<file path="src/hdl/eamgc_pkg.sv">
// Package for the energy accumulation mode and gain configuration block.
// Assumes one core clock and a plain strobe register port.
// What this block does
// Bit 7 reports current input in use
// Fault event polarity picks fault trigger edge
// Reactive sign select picks transition direction
// Active sign select picks transition direction
// Reactive absolute mode accumulates magnitude
// Reactive sign follows active power sign
// Reactive mode feeds reactive register and pulse
// Active positive-only drops negative power
// Active absolute mode accumulates magnitude
// Voltage gain field bits 7 to 5
// Sign detect on filtered power or pulse
// Current gain field bits 2 to 0
// Sign events set sticky status flags
// Fault transition sets sticky status flag
// Software writes only gain codes 0 to 4; the block stores codes 5 to 7 unchecked
// Mode register clears to zero on reset
package eamgc_pkg;
  localparam int ADDR_W = 8;
  localparam int PWR_W = 24;
  localparam logic [7:0] ACC_MODE_OFS = 8'h0F;
  localparam logic [7:0] GAIN_OFS = 8'h1B;
  localparam logic [7:0] IRQ_STAT_OFS = 8'h40;
  localparam logic [7:0] IRQ_MASK_OFS = 8'h41;
  localparam int ACC_CUR_IN = 7;
  localparam int ACC_FAULT_POL = 6;
  localparam int ACC_RSIGN_SEL = 5;
  localparam int ACC_ASIGN_SEL = 4;
  localparam int ACC_R_ABS = 3;
  localparam int ACC_R_BY_ACT = 2;
  localparam int ACC_A_POS = 1;
  localparam int ACC_A_ABS = 0;
  localparam int GAIN_SIGN_SRC = 3;
  localparam logic [7:0] GAIN_RW_MASK = 8'hEF;
  localparam logic [7:0] ACC_RW_MASK = 8'h7F;
  localparam logic [7:0] ACC_RESET = 8'h00;
  localparam logic [7:0] GAIN_RESET = 8'h00;
  localparam logic [2:0] GAIN_CODE_MAX = 3'h4;
  localparam int IRQ_ASIGN = 0;
  localparam int IRQ_RSIGN = 1;
  localparam int IRQ_FAULT = 2;
  localparam logic [7:0] IRQ_USED_MASK = 8'h07;

  typedef struct packed {
    logic [ADDR_W-1:0] addr;
    logic [7:0] wdata;
    logic wr;
    logic rd;
  } eamgc_bus_type;

  typedef struct packed {
    logic signed [PWR_W-1:0] active;
    logic signed [PWR_W-1:0] reactive;
  } eamgc_power_type;
endpackage : eamgc_pkg

</file>
<file path="src/hdl/eamgc_top.sv">
// Accumulation mode, sign and fault events and input gain registers.
// Assumes power samples and pulse strobes on the core clock.
`timescale 1ns/100ps
module eamgc_top #(
  parameter int PWR_W = eamgc_pkg::PWR_W
) (
  input wire logic clk_sys_in,
  input wire logic nrst_in,
  input wire logic [eamgc_pkg::ADDR_W-1:0] reg_addr_in,
  input wire logic [7:0] reg_wdata_in,
  input wire logic reg_wr_in,
  input wire logic reg_rd_in,
  output logic [7:0] reg_rdata_out,
  input wire logic power_valid_in,
  input wire logic signed [PWR_W-1:0] active_power_in,
  input wire logic signed [PWR_W-1:0] reactive_power_in,
  input wire logic active_pulse_in,
  input wire logic reactive_pulse_in,
  input wire logic pulse_on_reactive_in,
  input wire logic antitamper_in,
  input wire logic current_input_b_in,
  input wire logic fault_mode_in,
  output logic accum_valid_out,
  output logic signed [PWR_W-1:0] active_accum_out,
  output logic signed [PWR_W-1:0] reactive_accum_out,
  output logic signed [PWR_W-1:0] pulse_accum_out,
  output logic [2:0] voltage_input_gain_out,
  output logic [2:0] current_input_gain_out,
  output logic irq_out
);
  logic [7:0] acc_mode_q;
  logic [7:0] gain_q;
  logic [7:0] irq_stat_q;
  logic [7:0] irq_stat_d;
  logic [7:0] irq_mask_q;
  logic [7:0] rdata_q;
  logic cur_in_q;
  logic [2:0] cur_sync_q;
  logic [2:0] fault_sync_q;
  logic fault_state_q;
  logic accum_valid_q;
  logic signed [PWR_W-1:0] act_acc_q;
  logic signed [PWR_W-1:0] react_acc_q;
  logic signed [PWR_W-1:0] pulse_acc_q;

  // Register decode
  wire wr_acc = reg_wr_in && reg_addr_in == eamgc_pkg::ACC_MODE_OFS;
  wire wr_gain = reg_wr_in && reg_addr_in == eamgc_pkg::GAIN_OFS;
  wire wr_stat = reg_wr_in && reg_addr_in == eamgc_pkg::IRQ_STAT_OFS;
  wire wr_mask = reg_wr_in && reg_addr_in == eamgc_pkg::IRQ_MASK_OFS;

  // Mode fields
  wire fault_pol = acc_mode_q[eamgc_pkg::ACC_FAULT_POL];
  wire rsign_sel = acc_mode_q[eamgc_pkg::ACC_RSIGN_SEL];
  wire asign_sel = acc_mode_q[eamgc_pkg::ACC_ASIGN_SEL];
  wire r_abs = acc_mode_q[eamgc_pkg::ACC_R_ABS];
  wire r_by_act = acc_mode_q[eamgc_pkg::ACC_R_BY_ACT];
  wire a_pos = acc_mode_q[eamgc_pkg::ACC_A_POS];
  wire a_abs = acc_mode_q[eamgc_pkg::ACC_A_ABS];
  wire sign_src = gain_q[eamgc_pkg::GAIN_SIGN_SRC];

  // Readback; bit 7 of mode is live status, not stored
  wire [7:0] acc_view = {cur_in_q, acc_mode_q[6:0]};
  wire [7:0] rd_mux =
    (reg_addr_in == eamgc_pkg::ACC_MODE_OFS) ? acc_view :
    (reg_addr_in == eamgc_pkg::GAIN_OFS) ? gain_q :
    (reg_addr_in == eamgc_pkg::IRQ_STAT_OFS) ? irq_stat_q :
    (reg_addr_in == eamgc_pkg::IRQ_MASK_OFS) ? irq_mask_q : 8'h00;

  // Active shaping: absolute wins over positive-only if both set
  wire act_neg = active_power_in[PWR_W-1];
  wire react_neg = reactive_power_in[PWR_W-1];
  wire signed [PWR_W-1:0] act_mag = act_neg ? -active_power_in
                                            : active_power_in;
  wire signed [PWR_W-1:0] react_mag = react_neg ? -reactive_power_in
                                                : reactive_power_in;
  wire signed [PWR_W-1:0] act_shaped =
    a_abs ? act_mag :
    (a_pos && act_neg) ? '0 :
    active_power_in;
  // Reactive shaping: absolute wins over signed-by-active
  wire signed [PWR_W-1:0] react_shaped =
    r_abs ? react_mag :
    (r_by_act && act_neg) ? -reactive_power_in :
    reactive_power_in;

  // Sign detection sources: filtered samples or per pulse
  wire a_sample = sign_src ? active_pulse_in : power_valid_in;
  wire r_sample = sign_src ? reactive_pulse_in : power_valid_in;
  wire asign_ev;
  wire rsign_ev;

  eamgc_sign_edge u_act_edge (
    .clk_sys_in(clk_sys_in),
    .nrst_in(nrst_in),
    .sample_in(a_sample),
    .neg_in(act_neg),
    .rising_sel_in(asign_sel),
    .event_out(asign_ev)
  );

  eamgc_sign_edge u_react_edge (
    .clk_sys_in(clk_sys_in),
    .nrst_in(nrst_in),
    .sample_in(r_sample),
    .neg_in(react_neg),
    .rising_sel_in(rsign_sel),
    .event_out(rsign_ev)
  );

  // Fault event: 0 on entering fault, 1 on return to normal
  wire fault_now = fault_sync_q[2] & fault_sync_q[1];
  wire fault_calm = ~fault_sync_q[2] & ~fault_sync_q[1];
  wire fault_enter = ~fault_state_q & fault_now;
  wire fault_leave = fault_state_q & fault_calm;
  wire fault_ev = fault_pol ? fault_leave : fault_enter;

  // Sticky status: set beats write-one-to-clear
  wire [7:0] ev_vec = {5'h00, fault_ev, rsign_ev, asign_ev};
  always_comb begin
    irq_stat_d = irq_stat_q;
    if (wr_stat) begin
      irq_stat_d = irq_stat_d & ~reg_wdata_in;
    end
    irq_stat_d = (irq_stat_d | ev_vec) & eamgc_pkg::IRQ_USED_MASK;
  end

  assign irq_out = |(irq_stat_q & irq_mask_q);
  assign reg_rdata_out = rdata_q;
  assign voltage_input_gain_out = gain_q[7:5];
  assign current_input_gain_out = gain_q[2:0];
  assign accum_valid_out = accum_valid_q;
  assign active_accum_out = act_acc_q;
  assign reactive_accum_out = react_acc_q;
  assign pulse_accum_out = pulse_acc_q;

  // Configuration registers; reserved bits stay zero
  always_ff @(posedge clk_sys_in or negedge nrst_in) begin
    if (!nrst_in) begin
      acc_mode_q <= eamgc_pkg::ACC_RESET;
      gain_q <= eamgc_pkg::GAIN_RESET;
      irq_mask_q <= 8'h00;
    end else begin
      if (wr_acc) acc_mode_q <= reg_wdata_in & eamgc_pkg::ACC_RW_MASK;
      if (wr_gain) gain_q <= reg_wdata_in & eamgc_pkg::GAIN_RW_MASK;
      if (wr_mask) irq_mask_q <= reg_wdata_in & eamgc_pkg::IRQ_USED_MASK;
    end
  end

  // Status, read data and synchronisers
  always_ff @(posedge clk_sys_in or negedge nrst_in) begin
    if (!nrst_in) begin
      irq_stat_q <= 8'h00;
      rdata_q <= 8'h00;
      cur_sync_q <= 3'h0;
      fault_sync_q <= 3'h0;
      cur_in_q <= 1'b0;
      fault_state_q <= 1'b0;
    end else begin
      irq_stat_q <= irq_stat_d;
      rdata_q <= reg_rd_in ? rd_mux : 8'h00;
      cur_sync_q <= {cur_sync_q[1:0], current_input_b_in};
      fault_sync_q <= {fault_sync_q[1:0], fault_mode_in};
      if (fault_now | fault_calm) fault_state_q <= fault_sync_q[2];
      // Channel shown only in antitamper mode, else input A
      if (cur_sync_q[2] == cur_sync_q[1]) begin
        cur_in_q <= antitamper_in & cur_sync_q[2];
      end
    end
  end

  // Shaped samples: the reactive register and pulse share one path when pulse_on_reactive_in is set
  always_ff @(posedge clk_sys_in or negedge nrst_in) begin
    if (!nrst_in) begin
      accum_valid_q <= 1'b0;
      act_acc_q <= '0;
      react_acc_q <= '0;
      pulse_acc_q <= '0;
    end else begin
      accum_valid_q <= power_valid_in;
      if (power_valid_in) begin
        act_acc_q <= act_shaped;
        react_acc_q <= react_shaped;
        pulse_acc_q <= pulse_on_reactive_in ? react_shaped
                                            : act_shaped;
      end
    end
  end

  // Assertions
  property p_abs_act;
    @(posedge clk_sys_in) disable iff (!nrst_in)
      power_valid_in && a_abs |=> !act_acc_q[PWR_W-1] ||
        act_acc_q == {1'b1, {(PWR_W-1){1'b0}}};
  endproperty
  abs_active_a: assert property (p_abs_act)
    else $error("active absolute output negative");
  pos_only_a: assert property (@(posedge clk_sys_in) disable iff (!nrst_in)
      power_valid_in && !a_abs && a_pos && act_neg |=> act_acc_q == 0)
    else $error("negative active kept in positive-only");
  react_flip_a: assert property (@(posedge clk_sys_in)
      disable iff (!nrst_in)
      power_valid_in && !r_abs && r_by_act && act_neg
      |=> react_acc_q == -$past(reactive_power_in))
    else $error("reactive not inverted for negative active");
  react_abs_a: assert property (@(posedge clk_sys_in) disable iff (!nrst_in)
      power_valid_in && r_abs |=> react_acc_q == $past(react_mag))
    else $error("reactive magnitude wrong");
  pulse_react_a: assert property (@(posedge clk_sys_in)
      disable iff (!nrst_in)
      power_valid_in && pulse_on_reactive_in |=> pulse_acc_q == react_acc_q)
    else $error("pulse path differs from reactive register");
  gain_fields_a: assert property (@(posedge clk_sys_in)
      disable iff (!nrst_in)
      wr_gain |=> voltage_input_gain_out == $past(reg_wdata_in[7:5]) &&
      current_input_gain_out == $past(reg_wdata_in[2:0]))
    else $error("gain field not taken from write");
  sign_flag_a: assert property (@(posedge clk_sys_in) disable iff (!nrst_in)
      asign_ev |=> irq_stat_q[eamgc_pkg::IRQ_ASIGN])
    else $error("active sign event lost");
  fault_flag_a: assert property (@(posedge clk_sys_in)
      disable iff (!nrst_in)
      fault_ev |=> irq_stat_q[eamgc_pkg::IRQ_FAULT] ##1
      irq_stat_q[eamgc_pkg::IRQ_FAULT] || $past(wr_stat))
    else $error("fault event lost");
  fault_dir_a: assert property (@(posedge clk_sys_in)
      disable iff (!nrst_in)
      fault_ev |-> (fault_pol ? fault_state_q : !fault_state_q))
    else $error("fault event on wrong transition");
  mode_reset_a: assert property (@(posedge clk_sys_in)
      $rose(nrst_in) |-> acc_mode_q == 8'h00)
    else $error("mode register not cleared by reset");
  gain_reset_a: assert property (@(posedge clk_sys_in)
      $rose(nrst_in) |-> gain_q == eamgc_pkg::GAIN_RESET &&
      irq_stat_q == 8'h00)
    else $error("gain or status not cleared by reset");

  // Current input report: pin is trusted only once the synchroniser agrees
  cur_follow_a: assert property (@(posedge clk_sys_in)
      disable iff (!nrst_in)
      antitamper_in && cur_sync_q[2] && cur_sync_q[1] |=> cur_in_q)
    else $error("current input b not reported");
  cur_clear_a: assert property (@(posedge clk_sys_in)
      disable iff (!nrst_in)
      !antitamper_in && cur_sync_q[2] == cur_sync_q[1] |=> !cur_in_q)
    else $error("current input shown outside antitamper");
  mode_ro_a: assert property (@(posedge clk_sys_in)
      disable iff (!nrst_in)
      wr_acc |=> !acc_mode_q[eamgc_pkg::ACC_CUR_IN])
    else $error("status bit stored from software write");
  rdata_mode_a: assert property (@(posedge clk_sys_in)
      disable iff (!nrst_in)
      reg_rd_in && reg_addr_in == eamgc_pkg::ACC_MODE_OFS
      |=> reg_rdata_out == $past(acc_view))
    else $error("mode readback wrong");

  // Read data stands one cycle only, so a stale value cannot be misread
  rdata_idle_a: assert property (@(posedge clk_sys_in)
      disable iff (!nrst_in)
      !reg_rd_in |=> reg_rdata_out == 8'h00)
    else $error("read data outside read cycle");
  gain_rsvd_a: assert property (@(posedge clk_sys_in)
      disable iff (!nrst_in)
      !gain_q[4])
    else $error("reserved gain bit set");
  flag_rsvd_a: assert property (@(posedge clk_sys_in)
      disable iff (!nrst_in)
      irq_stat_q[7:3] == 5'h00 &&
      (irq_mask_q & ~eamgc_pkg::IRQ_USED_MASK) == 8'h00)
    else $error("unused status or mask bit set");

  // Sign events must match the selected direction
  asign_dir_a: assert property (@(posedge clk_sys_in)
      disable iff (!nrst_in)
      asign_ev |-> (asign_sel ? !act_neg : act_neg))
    else $error("active sign event on wrong turn");
  rsign_dir_a: assert property (@(posedge clk_sys_in)
      disable iff (!nrst_in)
      rsign_ev |-> (rsign_sel ? !react_neg : react_neg))
    else $error("reactive sign event on wrong turn");
  rsign_flag_a: assert property (@(posedge clk_sys_in)
      disable iff (!nrst_in)
      rsign_ev |=> irq_stat_q[eamgc_pkg::IRQ_RSIGN])
    else $error("reactive sign event lost");
  pulse_src_a: assert property (@(posedge clk_sys_in)
      disable iff (!nrst_in)
      sign_src && !active_pulse_in && !reactive_pulse_in
      |-> !asign_ev && !rsign_ev)
    else $error("sign event without pulse");
  filt_src_a: assert property (@(posedge clk_sys_in)
      disable iff (!nrst_in)
      !sign_src && !power_valid_in |-> !asign_ev && !rsign_ev)
    else $error("sign event without filtered sample");

  // Fault transitions and write-one-to-clear
  fault_enter_a: assert property (@(posedge clk_sys_in)
      disable iff (!nrst_in)
      !fault_pol && !fault_state_q && fault_now |-> fault_ev)
    else $error("fault entry event missed");
  fault_leave_a: assert property (@(posedge clk_sys_in)
      disable iff (!nrst_in)
      fault_pol && fault_state_q && fault_calm |-> fault_ev)
    else $error("normal entry event missed");
  flag_clear_a: assert property (@(posedge clk_sys_in)
      disable iff (!nrst_in)
      wr_stat && reg_wdata_in[eamgc_pkg::IRQ_FAULT] && !fault_ev
      |=> !irq_stat_q[eamgc_pkg::IRQ_FAULT])
    else $error("fault flag not cleared by write");

  // Datapath timing and plain accumulation
  accum_valid_a: assert property (@(posedge clk_sys_in)
      disable iff (!nrst_in)
      power_valid_in |=> accum_valid_out)
    else $error("accumulate valid missing");
  accum_hold_a: assert property (@(posedge clk_sys_in)
      disable iff (!nrst_in)
      !power_valid_in |=> !accum_valid_out && $stable(act_acc_q) &&
      $stable(react_acc_q) && $stable(pulse_acc_q))
    else $error("shaped output moved without sample");
  act_plain_a: assert property (@(posedge clk_sys_in)
      disable iff (!nrst_in)
      power_valid_in && !a_abs && !a_pos
      |=> act_acc_q == $past(active_power_in))
    else $error("signed active not passed unchanged");
  react_plain_a: assert property (@(posedge clk_sys_in)
      disable iff (!nrst_in)
      power_valid_in && !r_abs && !(r_by_act && act_neg)
      |=> react_acc_q == $past(reactive_power_in))
    else $error("reactive changed for positive active");
  pulse_act_a: assert property (@(posedge clk_sys_in)
      disable iff (!nrst_in)
      power_valid_in && !pulse_on_reactive_in |=> pulse_acc_q == act_acc_q)
    else $error("pulse path differs from active register");

  cover_sign_c: cover property (@(posedge clk_sys_in) disable iff (!nrst_in)
      rsign_ev ##[1:20] irq_out);
  cover_fault_c: cover property (@(posedge clk_sys_in)
      disable iff (!nrst_in) fault_ev && fault_pol);
  cover_pulse_c: cover property (@(posedge clk_sys_in)
      disable iff (!nrst_in) sign_src && asign_ev);
  cover_tamper_c: cover property (@(posedge clk_sys_in)
      disable iff (!nrst_in) cur_in_q);
  cover_rabs_c: cover property (@(posedge clk_sys_in)
      disable iff (!nrst_in) power_valid_in && r_abs && react_neg);
endmodule : eamgc_top

</file>
<file path="src/hdl/eamgc_sign_edge.sv">
// Sign transition detector for one power quantity.
// Assumes sign and strobe inputs are on the core clock.
`timescale 1ns/100ps
module eamgc_sign_edge (
  input wire logic clk_sys_in,
  input wire logic nrst_in,
  input wire logic sample_in,
  input wire logic neg_in,
  input wire logic rising_sel_in,
  output logic event_out
);
  logic last_neg_q;
  logic valid_q;
  wire went_neg = sample_in & valid_q & ~last_neg_q & neg_in;
  wire went_pos = sample_in & valid_q & last_neg_q & ~neg_in;

  // Select 0 flags positive to negative, 1 negative to positive
  assign event_out = rising_sel_in ? went_pos : went_neg;

  // First sample only primes history so reset never fakes an edge
  always_ff @(posedge clk_sys_in or negedge nrst_in) begin
    if (!nrst_in) begin
      last_neg_q <= 1'b0;
      valid_q <= 1'b0;
    end else if (sample_in) begin
      last_neg_q <= neg_in;
      valid_q <= 1'b1;
    end
  end
endmodule : eamgc_sign_edge

</file>
<file path="config.mk">
export PLATFORM = sky130hd
export DESIGN_NAME = eamgc_top
export DESIGN_NICKNAME = d
export VERILOG_FILES = /design/src/hdl/eamgc_pkg.sv /design/src/hdl/eamgc_top.sv /design/src/hdl/eamgc_sign_edge.sv
export SDC_FILE = /design/constraint.sdc
export NUM_CORES = 1
export LEC_CHECK = 0
export BUFFER_PORTS_ARGS = -buffer_cell sky130_fd_sc_hd__buf_2
export CAP_MARGIN = 40
export CORE_ASPECT_RATIO = 1.2
export CORE_MARGIN = 3
export CORE_UTILIZATION = 45
export DETAILED_ROUTE_END_ITERATION = 10
export HOLD_SLACK_MARGIN = 0.1
export PLACE_DENSITY = 0.8
export SLEW_MARGIN = 20
export SYNTH_ARGS = -nofsm -noshare
export SYNTH_HDL_FRONTEND = slang
export SYNTH_SLANG_ARGS = --single-unit
</file>
<file path="constraint.sdc">
create_clock -name clk_sys_in -period 2.7 [get_ports clk_sys_in]
set_clock_uncertainty 0.15 [all_clocks]
set_input_delay 0.27 -clock clk_sys_in [delete_from_list [all_inputs] [get_ports clk_sys_in]]
set_output_delay 0.27 -clock clk_sys_in [all_outputs]
set_load 0.03 [all_outputs]
</file>
==> impl_metrics.toml <==
[synth]
netlist.area_leader.share_pct = 49.2
synth-main-ff-cell = "dfrtp_1"
synth.most_common_cell = "dfrtp_1"
synth_area_leaders = "dfrtp_1, mux2_2, a21oi_1"
synth_cell_types = 60
ys_ff_latch = 113
syn_inst = 559
synth.cell_area_um2 = 5750
ys_async_sr_fraction_pct = 100
syn_avg_cell_area_um2 = 10.3
syn_nets = 639
ys_warn_count = 0
ys_seq_area_share_pct = 49.2
synth_top_cell_by_area = "dfrtp_1"
synth_common_cells = "dfrtp_1, nor2_1, nand2_1, a21oi_1, mux2_2"
synth_edf_count = 0

[sta]
tightestPinTransition_ps = 677
worst_hold_slack_ps = 103
slew_viol_final = 0
max-slew-margin-rel_pct = 54.8
rsz0062_at_grt = "false"
finalCritPeriodShare_pct = 96.5
hold_violations = 0
tns_ps = 0
fmax_mhz = 384
layout_min_cycle_time_ps = 2610
setup_viol = 0

[detailed_routing]
dr_total_vias = 5263
wl_mm = 17.0
route.detailed.drc = 0
ant_nets = 0
drt_iter0_markers = 511
vias_per_cell = 5.66
first_pass_iters = 5
wl_per_cell_um = 18.2

[finish]
antenna_cells = 0
nNetsFinal = 836
drive_above_1_share_pct = 35.2
final_cells = 930
area.growth.synth_to_final_pct = 33.2

[global_routing]
grt_antenna_before_repair = 0
grt_pass1_vias = 5210
grt_pass1_wl_mm = 26.3
track_usage_pct = 24.0
grt-ovfl-total = 0
grt_max_degree = 50

[floorplanning]
core_um2 = 12300
die_area_um2 = 14200
pin_count = 163
num_rows = 44
die_w_um = 109
initial_core_util_pct = 46.8
fp.dieH_um = 130

[clock_network]
clock_path_buffers = 2
cts_tree = "yes"
clkTransAtPathRegs_ps = 60
clock-sinks = 113
clock-root-buffer = "clkbuf_16"
clk_latency_ps = 410
htreeDepth = 4
numCtsBuffers = 17

[critical_path]
worstPathArrival_ps = 2760
r2r_cells = 4
crit_type = "input port to flop"
reg2reg_to = "pulse_accum_out[0]$_DFFE_PN0P_"
r2r-start = "acc_mode_q[1]$_DFFE_PN0P_"
crit_path_max_fanout = 4
crit_path_start = "active_power_in[14]"
worstSetupStartpointType = "input port"
required_ps = 2860
endpoint_kind = "flop"
r2r_slack_ps = 440

[pwr]
p_leak_uw = 0.00353
power_density_nw_per_um2 = 665
irDropWorstVdd_mv = 0.393

[place]
placed_cells = 869
hpwl_mm = 12.3
place.gp.congestion = 0.946
numPortBuffers = 162

[min_path]
hp-start = "reactive_power_in[21]"
worstHoldPathType = "input port to flop"
hold_path_end = "reactive_accum_out[21]$_DFFE_PN0P_"
hold_path_depth = 3

[run]
maxCapViolCount = 0

[status]
status = "finished, final reports clean"
## worst max-delay path: stages
cell and delay, ps:
dlygate4sd3_1 540, buf_2 140, nor4_1 530, nand4_1 360
o21ai_0 310, mux2_2 380, a221oi_1 240
## flip-flops by register name (all words and copies together), names as in the netlist
name                     cells
fault_sync_q                 3
u_act_edge.last_neg_q        1
fault_state_q                1
gain_q                       7
pulse_accum_out             24
u_react_edge.last_neg_q      1
cur_in_q                     1
u_act_edge.valid_q           1
reactive_accum_out          24
acc_mode_q                   7
active_accum_out            24
cur_sync_q                   3
irq_mask_q                   3
irq_stat_q                   3
reg_rdata_out                8
accum_valid_out              1
u_react_edge.valid_q         1
## per-layer routing
layer / track usage [%] / up-vias / share of wire (%)
li1: - / 2431 / -
met1: 29.1 / 2528 / 39
met2: 42.2 / 280 / 51
met3: 5.79 / 24 / 8.4
met4: 7.28 / 0 / 1.5
met5: 0 / - / 0
## per-stage QoR
| stage | total power [uW] | utilization, % | cell area [um2] | setup slack [ps] |
|---|---|---|---|---|
| after floorplan | 2450 | - | 5750 | 310 |
| after global placement | 2780 | 55.1 | 6760 | 134 |
| after detailed placement | 2810 | 55.1 | 6760 | 111 |
| after CTS | 5120 | 62.4 | 7660 | 126 |
| after global routing | 5280 | 62.4 | 7660 | 22.8 |
| final | 5090 | 62.4 | 7660 | 93.8 |
## repair_timing
item | 4_1_cts | 5_1_grt
hold buffers | 29 | 0
endpoints found under the hold margin | 93 | 0
gates resized for setup | 0 | 0
buffers inserted | 0 | 0
## report_power, final
group          total, uW  leakage [uW]  switching (uW)  internal (uW)
registers           1920       0.00135            89.5           1830
clock network       2270      0.000285             801           1470
logic                903       0.00190             591            312
total               5090       0.00353            1480           3610
## worst max-delay path by stage
stage                                      endpoint  slack [ps]  cells past startpoint
floorplan           pulse_accum_out[23]$_DFFE_PN0P_         310                      9
global placement    pulse_accum_out[23]$_DFFE_PN0P_         130                     10
detailed placement  pulse_accum_out[23]$_DFFE_PN0P_         110                     10
CTS                 pulse_accum_out[17]$_DFFE_PN0P_         130                      7
global route        pulse_accum_out[17]$_DFFE_PN0P_          20                      7
finish              pulse_accum_out[17]$_DFFE_PN0P_          90                      7
## kinds of logic after synthesis
kind of cell	synth area share (%)
AOI/OAI and AO/OA	15.5
xor gates and xnor gates	3.20
adders and majority gates	1.09
buffers and inverters	3.51
DFF	49.2
muxes	11.1
and+or+nand+nor	16.4
## cell type report
cell class                      count  area [um2]
Multi-Input combinational cell    399        2720
Tap cell                          161         201
Clock inverter                     13         161
Sequential cell                   113        2830
Clock buffer                       19         443
Fill cell                         949        4620
Inverter                           18        67.6
Timing Repair Buffer              207        1240
## cell usage in the layout (no fill, tap or decap), drive strengths merged, types with 3 or more instances in the layout
| master | netlist | routed |
|---|---|---|
| nand2 | 59 | 59 |
| nor4 | 8 | 8 |
| nor2 | 58 | 58 |
| buf | 10 | 178 |
| a222oi | 4 | 4 |
| inv | 17 | 18 |
| dlygate4sd3 | 0 | 29 |
| xnor2 | 7 | 7 |
| clkinvlp | 0 | 4 |
| o221ai | 10 | 10 |
| ha | 5 | 5 |
| mux2 | 46 | 46 |
| a21oi | 52 | 52 |
| or3 | 4 | 4 |
| nand2b | 5 | 5 |
| mux2i | 12 | 12 |
| nand3b | 3 | 3 |
| nor3 | 8 | 8 |
| a22oi | 7 | 7 |
| o31a | 5 | 5 |
| nor2b | 7 | 7 |
| o21ai | 20 | 20 |
| clkinv | 1 | 6 |
| clkbuf | 19 | 19 |
| nand4 | 6 | 6 |
| dfrtp | 113 | 113 |
| o41ai | 4 | 4 |
| o211ai | 4 | 4 |
| or4 | 3 | 3 |
| xor2 | 14 | 14 |
| nand3 | 10 | 10 |
| bufinv | 0 | 3 |
| o31ai | 6 | 6 |
| a31oi | 4 | 4 |
(Power assumes the default switching activity.)
